**config.mk**
```make
export PLATFORM = sky130hd
export DESIGN_NAME = smf_spi_flags
export DESIGN_NICKNAME = d
export VERILOG_FILES = /design/src/pkg/smf_pkg.sv /design/src/logic/smf_spi_flags.sv
export SDC_FILE = /design/constraint.sdc
export NUM_CORES = 1
export LEC_CHECK = 0
export ABC_AREA = 1
export ABC_CLOCK_PERIOD_IN_PS = 1700
export BUFFER_PORTS_ARGS = -buffer_cell sky130_fd_sc_hd__buf_2
export CAP_MARGIN = 20
export CORE_MARGIN = 8
export CORE_UTILIZATION = 40
export CTS_CLUSTER_DIAMETER = 100
export DETAILED_ROUTE_END_ITERATION = 12
export GPL_TIMING_DRIVEN = 0
export MAX_ROUTING_LAYER = met4
export PLACE_DENSITY_LB_ADDON = 0.2
export SYNTH_ARGS = -nofsm -noshare
export SYNTH_HDL_FRONTEND = slang
export SYNTH_SLANG_ARGS = --single-unit
```
**constraint.sdc**
```tcl
create_clock -name CLK -period 1.7 [get_ports CLK]
set_clock_uncertainty 0.15 [all_clocks]
set_input_delay 0.255 -clock CLK [delete_from_list [all_inputs] [get_ports CLK]]
set_output_delay 0.255 -clock CLK [all_outputs]
set_load 0.005 [all_outputs]
```
**src/pkg/smf_pkg.sv**
```systemverilog
// Package for the SPI status, mode-fault and flag block.
// Assumes one 125 MHz bus clock and a byte-wide register port.
`default_nettype none

package smf_pkg;

    // Register offsets on the byte-wide register port.
    localparam logic [1:0] ADDR_SPI_CONTROL = 2'h0;
    localparam logic [1:0] ADDR_SPI_STATUS_CONTROL = 2'h1;
    localparam logic [1:0] ADDR_SPI_DATA = 2'h2;

    // Field positions in spi_control.
    localparam int CTL_RX_IE = 7;
    localparam int CTL_MASTER = 5;
    localparam int CTL_DMA_SEL = 4;
    localparam int CTL_ENABLE = 1;
    localparam int CTL_TX_IE = 0;

    // Field positions in spi_status_control.
    localparam int STA_RXFULL = 7;
    localparam int STA_ERR_IE = 6;
    localparam int STA_OVR = 5;
    localparam int STA_MODE_FAULT_FLAG = 4;
    localparam int STA_TXEMPTY = 3;
    localparam int STA_MODE_FAULT_FLAG_EN = 2;
    localparam int STA_BAUD_HI = 1;
    localparam int STA_BAUD_LO = 0;

    // Serial clock timing for master mode at the lowest baud select.
    localparam int CLK_PERIOD_NS = 8;
    localparam int SCK_HALF_NS = 80;
    localparam logic [7:0] HALF_CYC = 8'(SCK_HALF_NS / CLK_PERIOD_NS);

    typedef enum logic [1:0] {XF_IDLE, XF_MASTER, XF_SLAVE} smf_xfer_e;

    typedef struct packed {
        logic [1:0] addr;
        logic [7:0] wdata;
        logic wr;
        logic rd;
    } smf_req_s;

    typedef struct packed {
        logic rx_ie, master, dma_sel, en, tx_ie, err_ie, mode_fault_flag_en;
        logic [1:0] baud;
        logic rxfull, ovr, mode_fault_flag, tx_empty;
        logic rx_arm, ovr_arm, mode_fault_flag_arm;
        logic [7:0] rxdata, txbuf, shift;
        logic samp;
        logic [2:0] bitcnt;
        smf_xfer_e xfer;
        logic [7:0] timer;
        logic sck_s1, sck_s2, sck_s3, mosi_s1, mosi_s2, miso_s1, miso_s2;
        logic ss_s1, ss_s2, ss_s3;
        logic [7:0] rdata;
        logic sck_o, sck_oe, mosi_o, mosi_oe, miso_o, miso_oe, irq, tx_irq;
    } smf_state_s;

    // Values after reset: flags clear except transmit-empty, select idle.
    localparam smf_state_s SMF_RESET_ST = '{
        tx_empty: 1'b1, ss_s1: 1'b1, ss_s2: 1'b1, ss_s3: 1'b1,
        xfer: XF_IDLE, default: '0};

endpackage

`default_nettype wire

```
**src/logic/smf_spi_flags.sv**
```systemverilog
// SPI port flags, mode-fault detection, interrupt gating and byte shifter.
// Assumes serial pins arrive asynchronously and a single-cycle register port.
//
// What this block does
// RULE1 - master drives clock and MOSI, reads MISO
// RULE2 - slave reads clock and MOSI, drives MISO
// RULE3 - slave select rising mid-byte flags fault
// RULE4 - master flags fault when select low
// RULE5 - fault flag sets only when detection enabled
// RULE6 - disabling detection keeps set fault flag
// RULE7 - fault plus error enable raises request
// RULE8 - full, fault, overflow share one request
// RULE9 - enable bit clear partially resets port
// RULE10 - transmit request gated by transmit enable
// RULE11 - transmit empty sets on shifter load
// RULE12 - receiver full sets on byte arrival
// RULE13 - receive request gated by receive enable
// RULE14 - status then data read clears full, unless DMA select is set
// RULE15 - error requests gated by error enable
// RULE16 - byte arriving while full sets overflow
// RULE17 - reset clears receiver full
// RULE18 - no new full while overflow pending
// RULE19 - status read then control write clears fault
// RULE20 - status read then data read clears overflow
`timescale 1ns/1ps
`default_nettype none

module smf_spi_flags
    import smf_pkg::*;
(
    // Clock and reset.
    input wire logic CLK,
    input wire logic RST,
    // Register port.
    input wire smf_req_s REQ,
    output logic [7:0] RDATA,
    // Serial clock pin.
    input wire logic SCK_I,
    output logic SCK_O,
    output logic SCK_OE,
    // Master-out pin.
    input wire logic MOSI_I,
    output logic MOSI_O,
    output logic MOSI_OE,
    // Master-in pin.
    input wire logic MISO_I,
    output logic MISO_O,
    output logic MISO_OE,
    // Slave select, active low.
    input wire logic SS_N_I,
    // Interrupt requests.
    output logic IRQ,
    output logic TX_IRQ
);

    smf_state_s st_ff;
    smf_state_s nxt_st;
    logic byte_done;
    logic [7:0] byte_val;
    logic mode_fault_flag_set;
    logic rd_stat, rd_data, wr_ctrl, wr_stat, wr_data;

    function automatic logic hit(input smf_req_s r, input logic [1:0] a,
                                 input logic is_wr);
        hit = (is_wr ? r.wr : r.rd) && (r.addr == a);
    endfunction

    function automatic logic [7:0] half_cnt(input logic [1:0] b);
        half_cnt = HALF_CYC << b;
    endfunction

    assign rd_stat = hit(REQ, ADDR_SPI_STATUS_CONTROL, 1'b0);
    assign rd_data = hit(REQ, ADDR_SPI_DATA, 1'b0);
    assign wr_ctrl = hit(REQ, ADDR_SPI_CONTROL, 1'b1);
    assign wr_stat = hit(REQ, ADDR_SPI_STATUS_CONTROL, 1'b1);
    assign wr_data = hit(REQ, ADDR_SPI_DATA, 1'b1);

    always_comb begin
        logic clr_rx;
        logic clr_ovr;
        logic clr_mode_fault_flag;
        logic ss_rise;
        logic ss_fall;
        logic sck_rise;
        logic sck_fall;
        clr_rx = 1'b0;
        clr_ovr = 1'b0;
        clr_mode_fault_flag = 1'b0;
        ss_rise = st_ff.ss_s2 && !st_ff.ss_s3;
        ss_fall = !st_ff.ss_s2 && st_ff.ss_s3;
        sck_rise = st_ff.sck_s2 && !st_ff.sck_s3;
        sck_fall = !st_ff.sck_s2 && st_ff.sck_s3;
        byte_done = 1'b0;
        byte_val = 8'h00;
        mode_fault_flag_set = 1'b0;
        nxt_st = st_ff;

        // Two-stage synchronisers; the third stage only feeds edge finding.
        nxt_st.sck_s1 = SCK_I;
        nxt_st.sck_s2 = st_ff.sck_s1;
        nxt_st.sck_s3 = st_ff.sck_s2;
        nxt_st.mosi_s1 = MOSI_I;
        nxt_st.mosi_s2 = st_ff.mosi_s1;
        nxt_st.miso_s1 = MISO_I;
        nxt_st.miso_s2 = st_ff.miso_s1;
        nxt_st.ss_s1 = SS_N_I;
        nxt_st.ss_s2 = st_ff.ss_s1;
        nxt_st.ss_s3 = st_ff.ss_s2;

        // Read data stand only in the cycle after the strobe.
        nxt_st.rdata = 8'h00;
        if (REQ.rd) begin
            case (REQ.addr)
                ADDR_SPI_CONTROL: begin
                    nxt_st.rdata[CTL_RX_IE] = st_ff.rx_ie;
                    nxt_st.rdata[CTL_MASTER] = st_ff.master;
                    nxt_st.rdata[CTL_DMA_SEL] = st_ff.dma_sel;
                    nxt_st.rdata[CTL_ENABLE] = st_ff.en;
                    nxt_st.rdata[CTL_TX_IE] = st_ff.tx_ie;
                end
                ADDR_SPI_STATUS_CONTROL: begin
                    nxt_st.rdata[STA_RXFULL] = st_ff.rxfull;
                    nxt_st.rdata[STA_ERR_IE] = st_ff.err_ie;
                    nxt_st.rdata[STA_OVR] = st_ff.ovr;
                    nxt_st.rdata[STA_MODE_FAULT_FLAG] = st_ff.mode_fault_flag;
                    nxt_st.rdata[STA_TXEMPTY] = st_ff.tx_empty;
                    nxt_st.rdata[STA_MODE_FAULT_FLAG_EN] = st_ff.mode_fault_flag_en;
                    nxt_st.rdata[STA_BAUD_HI:STA_BAUD_LO] = st_ff.baud;
                    // Reading a set flag arms its second clearing step.
                    if (st_ff.rxfull) begin
                        nxt_st.rx_arm = 1'b1; // RULE14
                    end
                    if (st_ff.ovr) begin
                        nxt_st.ovr_arm = 1'b1; // RULE20
                    end
                    if (st_ff.mode_fault_flag) begin
                        nxt_st.mode_fault_flag_arm = 1'b1; // RULE19
                    end
                end
                ADDR_SPI_DATA: begin
                    nxt_st.rdata = st_ff.rxdata;
                end
                default: begin
                    nxt_st.rdata = 8'h00;
                end
            endcase
        end

        if (rd_data) begin
            clr_rx = st_ff.rx_arm && !st_ff.dma_sel; // RULE14
            clr_ovr = st_ff.ovr_arm; // RULE20
            nxt_st.rx_arm = 1'b0;
            nxt_st.ovr_arm = 1'b0;
        end
        if (wr_ctrl) begin
            nxt_st.rx_ie = REQ.wdata[CTL_RX_IE];
            nxt_st.master = REQ.wdata[CTL_MASTER];
            nxt_st.dma_sel = REQ.wdata[CTL_DMA_SEL];
            nxt_st.en = REQ.wdata[CTL_ENABLE];
            nxt_st.tx_ie = REQ.wdata[CTL_TX_IE];
            clr_mode_fault_flag = st_ff.mode_fault_flag_arm; // RULE19
            nxt_st.mode_fault_flag_arm = 1'b0;
        end
        if (wr_stat) begin
            // Flags are read-only here; clearing detection keeps the flag.
            nxt_st.err_ie = REQ.wdata[STA_ERR_IE];
            nxt_st.mode_fault_flag_en = REQ.wdata[STA_MODE_FAULT_FLAG_EN]; // RULE6
            nxt_st.baud = REQ.wdata[STA_BAUD_HI:STA_BAUD_LO];
        end
        if (clr_rx) begin
            nxt_st.rxfull = 1'b0;
        end
        if (clr_ovr) begin
            nxt_st.ovr = 1'b0;
        end
        if (clr_mode_fault_flag) begin
            nxt_st.mode_fault_flag = 1'b0;
        end

        // Mode-fault detection.
        if (st_ff.en && st_ff.mode_fault_flag_en) begin // RULE5
            if (st_ff.master && !st_ff.ss_s2) begin
                mode_fault_flag_set = 1'b1; // RULE4
            end
            // Deselect on a byte boundary ends a frame and is no fault.
            if (!st_ff.master && st_ff.xfer == XF_SLAVE && ss_rise &&
                st_ff.bitcnt != 3'h0) begin
                mode_fault_flag_set = 1'b1; // RULE3
            end
        end

        // Byte shifter, MSB first, sample on rising and shift on falling.
        case (st_ff.xfer)
            XF_IDLE: begin
                nxt_st.sck_o = 1'b0;
                nxt_st.bitcnt = 3'h0;
                if (st_ff.en && st_ff.master && !st_ff.tx_empty &&
                    !st_ff.mode_fault_flag) begin
                    nxt_st.shift = st_ff.txbuf;
                    nxt_st.tx_empty = 1'b1; // RULE11
                    nxt_st.timer = 8'(half_cnt(st_ff.baud) - 8'h01);
                    nxt_st.xfer = XF_MASTER;
                end else if (st_ff.en && !st_ff.master && ss_fall) begin
                    nxt_st.shift = st_ff.txbuf;
                    nxt_st.tx_empty = 1'b1; // RULE11
                    nxt_st.xfer = XF_SLAVE;
                end
            end
            XF_MASTER: begin
                if (!st_ff.en || !st_ff.master || st_ff.mode_fault_flag) begin
                    nxt_st.xfer = XF_IDLE;
                    nxt_st.sck_o = 1'b0;
                end else if (st_ff.timer == 8'h00) begin
                    nxt_st.timer = 8'(half_cnt(st_ff.baud) - 8'h01);
                    nxt_st.sck_o = !st_ff.sck_o;
                    if (!st_ff.sck_o) begin
                        nxt_st.samp = st_ff.miso_s2;
                    end else begin
                        nxt_st.shift = {st_ff.shift[6:0], st_ff.samp};
                        nxt_st.bitcnt = 3'(st_ff.bitcnt + 3'h1);
                        if (st_ff.bitcnt == 3'h7) begin
                            byte_done = 1'b1;
                            byte_val = {st_ff.shift[6:0], st_ff.samp};
                            nxt_st.xfer = XF_IDLE;
                        end
                    end
                end else begin
                    nxt_st.timer = 8'(st_ff.timer - 8'h01);
                end
            end
            XF_SLAVE: begin
                nxt_st.sck_o = 1'b0;
                if (!st_ff.en || st_ff.master || ss_rise) begin
                    nxt_st.xfer = XF_IDLE;
                end else if (sck_rise) begin
                    nxt_st.samp = st_ff.mosi_s2;
                end else if (sck_fall) begin
                    nxt_st.shift = {st_ff.shift[6:0], st_ff.samp};
                    nxt_st.bitcnt = 3'(st_ff.bitcnt + 3'h1);
                    if (st_ff.bitcnt == 3'h7) begin
                        byte_done = 1'b1;
                        byte_val = {st_ff.shift[6:0], st_ff.samp};
                        // Back-to-back bytes reload while select stays low.
                        nxt_st.shift = st_ff.txbuf;
                        nxt_st.tx_empty = 1'b1; // RULE11
                    end
                end
            end
            default: begin
                nxt_st.xfer = XF_IDLE;
            end
        endcase

        // A completed byte wins over a clear made in the same cycle.
        if (byte_done) begin
            if ((!st_ff.rxfull || clr_rx) && !(st_ff.ovr && !clr_ovr)) begin
                nxt_st.rxfull = 1'b1; // RULE12 RULE18
                nxt_st.rxdata = byte_val;
            end else begin
                nxt_st.ovr = 1'b1; // RULE16
            end
        end
        if (mode_fault_flag_set) begin
            nxt_st.mode_fault_flag = 1'b1;
        end

        // Disabling the port drops any byte in flight and sets transmit-empty; other flags survive.
        if (!st_ff.en) begin
            nxt_st.xfer = XF_IDLE; // RULE9
            nxt_st.bitcnt = 3'h0;
            nxt_st.sck_o = 1'b0;
            nxt_st.tx_empty = 1'b1;
        end
        if (wr_data) begin
            nxt_st.txbuf = REQ.wdata;
            nxt_st.tx_empty = 1'b0;
        end

        // Pin direction; a master backs off its pins once a fault is seen.
        nxt_st.sck_oe = nxt_st.en && nxt_st.master && !nxt_st.mode_fault_flag; // RULE1
        nxt_st.mosi_oe = nxt_st.en && nxt_st.master && !nxt_st.mode_fault_flag;
        nxt_st.miso_oe = nxt_st.en && !nxt_st.master && // RULE2
            !nxt_st.ss_s2;
        nxt_st.mosi_o = nxt_st.shift[7];
        nxt_st.miso_o = nxt_st.shift[7];

        // One shared request line for receive and error sources.
        nxt_st.irq = (nxt_st.rxfull && nxt_st.rx_ie) || // RULE8 RULE13
            ((nxt_st.mode_fault_flag || nxt_st.ovr) && nxt_st.err_ie); // RULE7 RULE15
        nxt_st.tx_irq = nxt_st.tx_empty && nxt_st.tx_ie; // RULE10
    end

    always_ff @(posedge CLK) begin
        if (RST) begin
            st_ff <= SMF_RESET_ST; // RULE17
        end else begin
            st_ff <= nxt_st;
        end
    end

    assign RDATA = st_ff.rdata;
    assign SCK_O = st_ff.sck_o;
    assign SCK_OE = st_ff.sck_oe;
    assign MOSI_O = st_ff.mosi_o;
    assign MOSI_OE = st_ff.mosi_oe;
    assign MISO_O = st_ff.miso_o;
    assign MISO_OE = st_ff.miso_oe;
    assign IRQ = st_ff.irq;
    assign TX_IRQ = st_ff.tx_irq;
endmodule

`default_nettype wire

```
; After elaboration in Yosys (flattened, before gate mapping)
; Cells that the tools add are included.
[word_totals]
input_bits = 18
reg_bits = 77
elab_cells = 213
[classes]
add_sub_neg = 3
shift = 1
n_eq_ne = 19
reduce_logical = 74
bitwise = 2
mux = 75
[op_table]
columns = operator, n
row1 = 2-to-1 mux 8 bit, 16
row2 = one-hot mux 8 bit (2 select lines), 2
row3 = 2-to-1 mux 1 bit, 31
row4 = logical AND 1 bit, 28
row5 = 2-to-1 mux 12 bit, 2
row6 = one-hot mux 8 bit (3 select lines), 1
row7 = "inequality test 2 bit, second input constant", 9
row8 = one-hot mux 2 bit (3 select lines), 3
row9 = logical NOT 1 bit, 16
row10 = "subtractor 8 x 1 -> 8 bit, second input constant", 2
row11 = 2-to-1 mux 14 bit, 1
row12 = 2-to-1 mux 2 bit, 6
row13 = "inequality test 3 bit, second input constant", 4
row14 = AND reduction 3 bit, 4
row15 = 2-to-1 mux 5 bit, 2
row16 = one-hot mux 1 bit (2 select lines), 5
row17 = OR reduction 2 bit, 5
row18 = one-hot mux 3 bit (3 select lines), 1
row19 = logical NOT 8 bit, 1
row20 = AND reduction 8 bit, 1
row21 = "<< shifter 4 x 2 -> 8 bit, first input constant", 1
row22 = logical OR 1 bit, 7
row23 = AND reduction 7 bit, 1
row24 = 2-to-1 mux 3 bit, 2
row25 = 15 further kinds, 23

; Logic depth before layout (Yosys ltp)
; Gate-level depths: netlist of run 1.
[depth]
depth_word = 12
ltp_mapped = 12
ltp_nobuf = 10

; Least setup slack after synthesis of run 1
; OpenSTA, ideal clock, no wires.
[synth_path]
path_kind = register to register
start = register st_ff[35] (netlist name)
end = register st_ff[40] (netlist name)
slack_ps = -103
n_path_buf = 2
period_less_slack_ps = 1803
t_arrival_ps = 1541
stages_incl_launch_ff = 13
required_ps = 1437
cell_sequence = dfxtp_1 inv_1 ha_1 buf_2 inv_2 o21bai_1 a21oi_1 nand2_2 nor2_2 buf_4 nand3b_1 nand2_1 nor2_1
[synth_via]
elab_chain_cells = 3
elab_cells_between_ends = 13
classes_between = 9 x eq/ne / 1 x mux / 3 x reduce/logical
[synth_rtl]
columns = item, line_no
row1 = "start, declared", smf_spi_flags.sv:56  ; smf_state_s st_ff;
row2 = "start signal, assigned", smf_spi_flags.sv:297  ; st_ff <= nxt_st;
row3 = "== test 2 x 1 -> 1 bit, or another cell as far along", smf_spi_flags.sv:193  ; case (st_ff.xfer)
row4 = "inequality test 2 bit (no line), or another cell as far along", --
row5 = AND reduction 8 bit (no line), --
; Several ways; a longest one is shown, not always the timed one.
; A chain may end at the register's enable or synchronous reset.

; Final worst setup path of run 1
[layout_path]
start = register st_ff[34] (netlist name)
end = register st_ff[47] (netlist name)
; The elaborated chain is that of the path after synthesis.

==> results of run 1 <==
[area by class of cell]
type,count,area (sq um)
Buffer,23,161
Clock buffer,13,149
Clock inverter,2,10.0
Fill cell,917,4430
Inverter,67,259
Multi-Input combinational cell,376,2110
Sequential cell,77,1550
Tap cell,129,161
Timing Repair Buffer,63,449
[cells by family (layout without fill, tap and decap cells)]
logic type,after synthesis,count (layout),synth area share (%)
compound gates,87,87,12.3
fa+ha+maj,18,18,5.87
buf+inv,92,168,10.5
flops,77,77,40.2
mux,1,1,0.261
simple gates,270,270,30.9
[state kept, by name, summed over array words and instances, names as in the netlist]
signal and cells:
SCK_O 1, st_ff 58, RDATA 8, IRQ 1, nxt_st 6, TX_IRQ 1
MISO_OE 1, MOSI_OE 1
[worst paths after layout]
kind / from / endpoint / slack [ns] / cells past startpoint
setup / recovery: st_ff[34] / st_ff[47] / -0.08 / 10
hold / removal: REQ[4] / st_ff[73] / 0.04 / 3
setup reg to reg: st_ff[34] / st_ff[47] / -0.08 / 10
hold reg to reg: nxt_st[24] / nxt_st[23] / 0.26 / 2
[placed cells by master (no fill, tap or decap), types with 2 or more instances in the layout]
master         instances
clkinv_2               2
nor3_1                 3
buf_2                 34
o21ai_1                6
ha_4                   6
nand2_1              117
nand2_2               10
o21ai_2                2
o22ai_1                8
dfxtp_1               69
a21oi_2                2
clkbuf_8              10
nand4_1                3
inv_1                 57
buf_4                 27
dlygate4sd3_1          4
ha_1                  10
nand3_2                3
or2_2                  2
nor2_2                10
clkbuf_1               7
nand3_1               19
o211ai_1               5
nor2_4                 8
o21ai_0               27
ha_2                   2
buf_6                 13
inv_2                  7
nand2_4                4
dfxtp_2                7
nand3b_1              10
nor2_1                77
a21oi_1               30
a21boi_1               2
[power breakdown]
part / internal (uW) / switching [uW] / total (uW) / leakage, uW
registers: 1840 / 23.8 / 1860 / 0.000629
logic: 89.4 / 144 / 233 / 0.00148
clock network: 560 / 638 / 1200 / 0.0000833
[per-stage QoR]
| step | cell area, sq um | setup TNS [ns] |
|---|---|---|
| 2_1_floorplan | 3850 | -0.148 |
| 3_3_place_gp | 4180 | -10.15 |
| 3_5_place_dp | 4180 | -10.73 |
| 4_1_cts | 4670 | -0.985 |
| 5_1_grt | 4850 | -3.55 |
| 6_report | 4850 | -0.922 |
[routing by layer]
| layer | global-route usage [%] | up-vias |
|---|---|---|
| li1 | - | 1860 |
| met2 | 27.8 | 77 |
| met1 | 18.6 | 1655 |
| met5 | - | - |
| met4 | 5.94 | 0 |
| met3 | 3.22 | 21 |
[repair_timing]
item / 4_1_cts / 5_1_grt
setup buffers: 17 / 6
setup endpoints to repair: 32 / 34
resized for setup: 48 / 46
endpoints found under the hold margin: 4 / 0
hold buffers: 4 / 0
pin swaps: 10 / 21
cloned: 3 / 1
[worst reg2reg max path, delay by kind of cell (launching register included)]
family	cells	cell delay (ns)
AOI/OAI and AO/OA	2	0.29
adders and majority gates	1	0.14
buffers and inverters	2	0.25
DFF	1	0.37
and+or+nand+nor	5	0.47
==> results.py, run 1 <==
metrics = {
    "status": {
        "status": "complete, but fails checks",
        "violations": "setup timing",
    },
    "setup_path": {
        "crit_top_cell": "buf_6",
        "crit_family": "simple AND/OR/NAND/NOR gates",
        "worstSetupStartpointType": "register",
        "max_stage_delay_ns": 0.37,
        "crit_path_max_fanout": 5,
        "critPathSlowestCell": "dfxtp_4",
        "critical_path_class": "reg2reg",
        "cp-end-kind": "register",
        "path_cells": "buf_6, ha_4, o21bai_1, a21oi_1, nand2_2, nor2_4, buf_6, nand3b_1, nand2_1, nor2_1",
        "cp_num_buf_inv": 2,
        "worst_ep_required_time_ns": 1.79,
        "worstPathArrival_ns": 1.87,
    },
    "global_routing": {
        "grt_start_max_net_pins": 12,
        "antenna_found_initial": 0,
        "grtUsageTotal_pct": 16.3,
        "grt-ovfl-total": 0,
        "grt_first_pass_wirelength_mm": 16.5,
        "grt_pass1_vias": 3505,
    },
    "clocking": {
        "cts_tree": "yes",
        "clk_pin_slew_ns": 0.08,
        "clock_path_buffers": 2,
        "cts.sinks": 77,
        "cts_root_buffer": "clkbuf_8",
        "clk_latency_ns": 0.35,
        "htreeDepth": 3,
        "numCtsBuffers": 9,
    },
    "drt": {
        "routedWlPerCell_microns": 13.7,
        "wl_met1_mm": 4.69,
        "wl_met3_microns": 427,
        "drc_errors": 0,
        "drtIter0Drc": 176,
        "avgViaCountPerCell": 4.82,
        "maxUsedRoutingLayer": "met4",
        "ant_nets": 0,
        "wirelength_mm": 10.3,
        "vias": 3613,
        "wl_met2_mm": 4.95,
        "firstDrtPassIters": 4,
    },
    "synthesis": {
        "syn_inst": 545,
        "synth_nets": 581,
        "yosys_warnings": 0,
        "yosys_most_used_dff": "dfxtp_1",
        "ys_seq_area_share_pct": 40.2,
        "avgSynthCellArea_sq_um": 7.04,
        "synth_area_sq_um": 3830,
        "synth.most_common_cell": "nand2_1",
        "synthTopCellsByArea": "dfxtp_1, nand2_1, nor2_1",
        "synth_commonest_cells": "nand2_1, nor2_1, dfxtp_1",
        "yosysTopAreaCellShare_pct": 40.2,
        "yosys.area.top_type": "dfxtp_1",
        "synth_edf_count": 0,
        "ys_ff_latch": 77,
        "synthDistinctLibCells": 36,
        "synthArstFlopShare_pct": 0,
    },
    "timing": {
        "layout_setup_ws_ns": -0.0789,
        "relSlewSlack_pct": 58.9,
        "max_slew.worst_pin.slew_ns": 0.617,
        "holdWs_ns": 0.0391,
        "period_needed_ns": 1.78,
        "setup_violations": 24,
        "rsz0062_at_grt": "true",
        "slew_violations": 0,
        "fmaxAchievable_mhz": 562,
        "min_period_over_period_pct": 105,
        "final-hold-violation-count": 0,
    },
    "place": {
        "place_congestion": 0.859,
        "post-place-ws_ns": -0.360,
        "placed_cells": 706,
        "portBuffers": 32,
        "dp_hpwl_mm": 7.31,
    },
    "floorplanning": {
        "io_pins": 34,
        "rows": 35,
        "die_x_microns": 114,
        "die_area_sq_um": 13000,
        "core_sq_um": 9280,
        "fp.dieH_microns": 114,
        "start_util_pct": 41.3,
    },
    "power": {
        "vdd_ir_drop_max_mv": 0.360,
        "leakagePower_uw": 0.00219,
        "power.density_nw_per_um2": 679,
        "power_uw": 3290,
    },
    "finish": {
        "drive_gt1_share_pct": 25.8,
        "diodes": 0,
        "area_growth_pct": 26.6,
        "final_cell_count_no_fill": 750,
        "finish.utilization_pct": 52.3,
        "layout.nets": 653,
    },
    "min_path": {
        "hold_class": "in2reg",
    },
    "run": {
        "maxCapViolCount": 0,
    },
}
No activity file was read; power rests on OpenSTA's default activity.
==> run 2: changes to the inputs <==
PLACE_DENSITY = 0.6   (was unset)
PLACE_DENSITY_LB_ADDON = unset   (was 0.2)
==> run 2 against run 1 <==
Against the previous run: the flow still finishes with violations (setup timing); clock-buffer cell count fell by 1; core utilization up 1.6 points; cell count up 0.80%; worst setup slack improved by 0.011 ns; die area is the same; fmax rose by 0.59%; via count rose by 1.9%; sequential share of layout area decreased by 0.90 points; first-iteration DRC count grew 19%.
==> results.py, run 2 (same netlist as run 1, synthesis figures left out) <==
metrics = {
    "finish": {
        "multi_input_comb_area_sq_um": 2140,
        "drive_gt1_share_pct": 27.3,
        "largest_register_ffs": 58,
        "n_fill_cell": 919,
        "regArea_sq_um": 1560,
        "area_growth_pct": 30.6,
        "regMostFlops": "st_ff",
        "layout.nets": 658,
        "mostFrequentLayoutCell": "nand2_1",
        "diodes": 0,
        "final_cell_mix": "nand2_1, nor2_1, dfxtp_1",
    },
    "clocking": {
        "clock_path_buffers": 2,
        "cts.sinks": 77,
        "numCtsBuffers": 9,
        "clk_latency_ns": 0.35,
        "clk_pin_slew_ns": 0.08,
        "htreeDepth": 3,
        "cts_root_buffer": "clkbuf_8",
        "cts_tree": "yes",
    },
    "timing": {
        "min_period_over_period_pct": 104,
        "holdWs_ns": 0.0263,
        "setup-tns-final_ns": -0.987,
        "rsz0062_at_grt": "true",
        "max_slew.worst_pin.slew_ns": 0.569,
        "fmaxAchievable_mhz": 565,
        "layout_setup_ws_ns": -0.0684,
        "setup_violations": 23,
        "final-hold-violation-count": 0,
        "slew_violations": 0,
        "relSlewSlack_pct": 62.1,
        "period_needed_ns": 1.77,
    },
    "global_routing": {
        "antenna_found_initial": 0,
        "grt_pass1_vias": 3565,
        "grt_start_max_net_pins": 13,
        "grt-ovfl-total": 0,
        "grtUsageTotal_pct": 16.9,
        "grt_first_pass_wirelength_mm": 17.1,
    },
    "setup_path": {
        "worstSetupStartpointType": "register",
        "cp-end-kind": "register",
        "rr_endpoint": "st_ff[45]",
        "critical_path_class": "reg2reg",
        "r2r_cells": 10,
        "rrSetupSlack_ns": -0.07,
        "reg2reg_from": "st_ff[35]",
        "worst_ep_required_time_ns": 1.81,
        "worstPathArrival_ns": 1.88,
        "crit_path_max_fanout": 5,
    },
    "min_path": {
        "min_path_cells": 3,
        "hp-start": "REQ[4]",
        "worstHoldEndpoint": "st_ff[73]",
        "hold_class": "in2reg",
    },
    "status": {
        "status": "complete, but fails checks",
        "violations": "setup timing",
    },
    "drt": {
        "avgViaCountPerCell": 4.87,
        "firstDrtPassIters": 4,
        "drc_errors": 0,
        "wirelength_mm": 10.5,
        "vias": 3681,
        "ant_nets": 0,
        "drtIter0Drc": 210,
        "routedWlPerCell_microns": 13.9,
    },
    "floorplanning": {
        "start_util_pct": 41.3,
        "io_pins": 34,
        "fp.dieH_microns": 114,
        "core_sq_um": 9280,
        "die_x_microns": 114,
        "die_area_sq_um": 13000,
        "rows": 35,
    },
    "run": {
        "maxCapViolCount": 0,
    },
    "place": {
        "portBuffers": 32,
        "dp_hpwl_mm": 7.38,
        "place_congestion": 0.856,
    },
    "power": {
        "power.density_nw_per_um2": 737,
        "vdd_ir_drop_max_mv": 0.469,
        "leakagePower_uw": 0.00224,
    },
}
[run 2: changes by cell type in the layout (fill, tap and decap cells not counted), moves of 2 or more]
cell	previous run	this run
nand2_2	10	8
nand3_1	19	17
buf_4	27	30
bufinv_16	0	2
nand3_4	0	2
o21ai_1	6	4
clkbuf_1	7	5
[run 2: how the worst max path moves through the flow]
| stage | startpoint | slack, ns | end | depth (start not counted) |
|---|---|---|---|---|
| after global placement | REQ[10] | -0.37 | st_ff[57] | 9 |
| after CTS | st_ff[35] | -0.08 | st_ff[42] | 10 |
| after global routing | st_ff[35] | -0.18 | st_ff[56] | 11 |
| after floorplan | st_ff[35] | -0.02 | st_ff[40] | 12 |
| after detailed placement | REQ[10] | -0.38 | st_ff[57] | 9 |
| final | st_ff[35] | -0.07 | st_ff[45] | 10 |
[run 2: what timing repair did]
item,in CTS,in global routing
gates cloned,3,1
hold buffers,4,0
buffers inserted,18,10
resized for setup,46,56
hold endpoints to repair,4,0
endpoints found under the setup margin,31,36
pin swaps,12,19
[run 2: report_power, final]
group	total [uW]	internal [uW]	switching, uW
sequential	1860	1840	24.5
combinational	237	89.6	148
clock	1590	903	686
[run 2: critical path, stage by stage, from the launching register on]
cell      delay (ns)
dfxtp_2         0.35
buf_6           0.12
ha_4            0.14
o21bai_1        0.14
a21oi_1         0.15
nand2_2         0.12
nor2_4          0.18
buf_6           0.13
nand3b_1        0.07
nand2_1         0.07
nor2_1          0.05
[run 2: cell type report]
| class | count | share of cell area [%] |
|---|---|---|
| multi-input cells | 376 | 42.7 |
| flip-flops and latches | 77 | 31.1 |
| repair buffers | 68 | 10.0 |
| inverters | 67 | 5.22 |
| plain buffers | 23 | 3.22 |
| well taps | 129 | 3.22 |
| clock buffers | 12 | 3.10 |
| clock inverters | 4 | 1.40 |
[run 2: layer usage]
layer  track usage, %  part of all wire, %  wire (microns)  vias to the layer above
met2             28.1                   48            5050                       79
met1             19.4                   45            4750                     1702
met4             6.74                  2.5             257                        0
met5                -                    0               0                        -
met3             3.59                  4.0             423                       22
li1                 -                    -               -                     1878
[run 2: stage by stage]
step | cell area, sq um | cells | total power, uW | worst slack, ns | util [%]
floorplan | 3850 | 545 | 2040 | -0.0179 | -
global placement | 4180 | 706 | 2120 | -0.372 | 45.0
detailed placement | 4180 | 706 | 2120 | -0.381 | 45.0
CTS | 4740 | 747 | 3710 | -0.0760 | 51.1
global route | 5010 | 756 | 3820 | -0.182 | 53.9
finish | 5010 | 756 | 3690 | -0.0684 | 53.9
==> run 3: changes to the inputs <==
HOLD_SLACK_MARGIN = 0.15   (was unset)
==> run 3 against run 2 <==
Against the previous run: routed wire length rose by 1.1%; critical endpoint unchanged; cell count is 1.7% higher; clock-buffer cell count stayed put; global-route usage increased by 0.23 points; clock power about the same; the run still ends with setup timing left; cell area up 2.6%; non-clock buffer count up 13; via count grew 2.8%; worst setup slack better by 0.0013 ns; flip-flop and latch count stayed put.
==> results.py, run 3 (same netlist as run 1, synthesis figures left out) <==
metrics = {
    "floorplanning": {
        "die_area_sq_um": 13000,
        "start_util_pct": 41.3,
        "die_x_microns": 114,
        "io_pins": 34,
        "fp.dieH_microns": 114,
        "core_sq_um": 9280,
        "rows": 35,
    },
    "timing": {
        "layout_setup_ws_ns": -0.0671,
        "min_period_over_period_pct": 104,
        "rsz0062_at_grt": "true",
        "setup_violations": 22,
        "max_slew.worst_pin.slew_ns": 0.571,
        "relSlewSlack_pct": 61.9,
        "final-hold-violation-count": 0,
        "setup-tns-final_ns": -0.791,
        "period_needed_ns": 1.77,
        "slew_violations": 0,
        "fmaxAchievable_mhz": 566,
    },
    "drt": {
        "wl_met2_mm": 5.15,
        "routedWlPerCell_microns": 13.8,
        "vias": 3784,
        "drc_errors": 0,
        "avgViaCountPerCell": 4.92,
        "wl_met3_microns": 451,
        "ant_nets": 0,
        "maxUsedRoutingLayer": "met4",
        "drtIter0Drc": 247,
        "firstDrtPassIters": 5,
        "wl_met1_mm": 4.77,
        "wirelength_mm": 10.6,
    },
    "finish": {
        "final_cell_count_no_fill": 769,
        "largest_register_ffs": 58,
        "area_growth_pct": 34.0,
        "regMostFlops": "st_ff",
        "mostFrequentLayoutCell": "nand2_1",
        "n_fill_cell": 907,
        "final_cell_mix": "nand2_1, nor2_1, dfxtp_1",
        "final_area_sq_um": 5140,
        "drive_gt1_share_pct": 26.9,
        "diodes": 0,
        "layout.nets": 671,
    },
    "setup_path": {
        "worstPathArrival_ns": 1.87,
        "path_cells": "buf_6, ha_4, o21bai_1, a21oi_1, nand2_2, nor2_4, buf_6, nand3b_1, nand2_1, nor2_1",
        "critPathSlowestCell": "dfxtp_2",
        "worst_ep_required_time_ns": 1.80,
        "worstSetupStartpointType": "register",
        "cp-end-kind": "register",
        "crit_path_max_fanout": 5,
        "crit_top_cell": "buf_6",
        "critical_path_class": "reg2reg",
        "max_stage_delay_ns": 0.34,
        "r2r_cells": 10,
        "cp_num_buf_inv": 2,
        "rrSetupSlack_ns": -0.07,
        "cp.depth": 10,
        "crit_family": "simple AND/OR/NAND/NOR gates",
    },
    "status": {
        "violations": "setup timing",
        "status": "complete, but fails checks",
    },
    "power": {
        "switchingPower_uw": 851,
        "pwr-share-clk_pct": 42.7,
        "combinationalPowerShare_pct": 7.0,
        "vdd_ir_drop_max_mv": 0.468,
        "power.density_nw_per_um2": 720,
        "seqPwrFrac_pct": 50.4,
        "p_int_uw": 2850,
        "power.share.switching_pct": 23.0,
        "leakagePower_uw": 0.00229,
    },
    "clocking": {
        "clk_latency_ns": 0.35,
        "htreeDepth": 3,
        "cts.sinks": 77,
        "numCtsBuffers": 9,
        "clk_pin_slew_ns": 0.08,
        "cts_root_buffer": "clkbuf_8",
        "cts_tree": "yes",
        "clock_path_buffers": 2,
    },
    "run": {
        "maxCapViolCount": 0,
    },
    "global_routing": {
        "grt_start_max_net_pins": 13,
        "antenna_found_initial": 0,
        "grt_first_pass_wirelength_mm": 17.3,
        "grt-ovfl-total": 0,
        "grt_pass1_vias": 3605,
        "grtUsageTotal_pct": 17.1,
    },
    "min_path": {
        "hold_class": "in2reg",
        "min_path_cells": 5,
    },
    "place": {
        "placedInstanceArea_sq_um": 4180,
        "place_congestion": 0.856,
        "portBuffers": 32,
        "dp_hpwl_mm": 7.38,
        "placed_cells": 706,
    },
}
==> run 3: cell types whose count changed in the layout (fill, tap and decap cells not counted) <==
cell           previous run  this run
dlygate4sd3_1             4        17
clkbuf_2                  1         2
clkbuf_1                  5         4
==> run 3: metal layers <==
| layer | global-route usage (%) | up-vias |
|---|---|---|
| met5 | - | - |
| met4 | 6.74 | 0 |
| met3 | 3.65 | 17 |
| met2 | 28.4 | 93 |
| met1 | 19.8 | 1770 |
| li1 | - | 1904 |
==> run 3: path summary, 6_finish.rpt <==
check | from | end
worst max-delay path | st_ff[35] | st_ff[45]
worst min-delay path | REQ[0] | st_ff[64]
worst max register to register | st_ff[35] | st_ff[45]
worst min register to register | nxt_st[19] | st_ff[19]
==> run 3: repair_timing <==
| action | 4_1_cts | 5_1_grt |
|---|---|---|
| pin swaps | 12 | 19 |
| hold buffers | 17 | 0 |
| hold endpoints to repair | 25 | 0 |
| cloned | 3 | 1 |
| buffers inserted | 18 | 10 |
| setup endpoints to repair | 31 | 38 |
| gates resized for setup | 46 | 58 |
==> run 3: power by group through the flow <==
stage / clock network (uW) / logic, uW / registers (uW)
final: 1580 / 258 / 1860
after global routing: 1690 / 291 / 1870
after CTS: 1620 / 250 / 1860
after detailed placement: 0 / 218 / 1900
after global placement: 0 / 216 / 1900
after floorplan: 0 / 140 / 1900
==> run 3: layout make-up <==
type / count / area, sq um / share of cell area [%]
Buffer: 23 / 163 / 3.17
Clock buffer: 12 / 155 / 3.02
Clock inverter: 4 / 70.1 / 1.36
Inverter: 67 / 262 / 5.09
Multi-Input combinational cell: 376 / 2140 / 41.6
Sequential cell: 77 / 1560 / 30.3
Tap cell: 129 / 161 / 3.14
Timing Repair Buffer: 81 / 631 / 12.3
==> run 3: stage by stage <==
| step | hold WS, ns | utilization [%] | power [uW] | setup slack, ns |
|---|---|---|---|---|
| 2_1_floorplan | 0.209 | - | 2040 | -0.0179 |
| 3_3_place_gp | 0.239 | 45.0 | 2120 | -0.372 |
| 3_5_place_dp | 0.245 | 45.0 | 2120 | -0.381 |
| 4_1_cts | 0.166 | 52.5 | 3730 | -0.0760 |
| 5_1_grt | 0.203 | 55.4 | 3840 | -0.179 |
| 6_report | 0.189 | 55.4 | 3700 | -0.0671 |
==> run 3: worst reg2reg max path, delay by kind of cell, from the launching register on <==
family                     cells  cell delay [ns]
DFF                            1             0.34
AOI/OAI and AO/OA              2             0.29
adders and majority gates      1             0.14
and+or+nand+nor                5             0.49
buffers and inverters          2             0.27
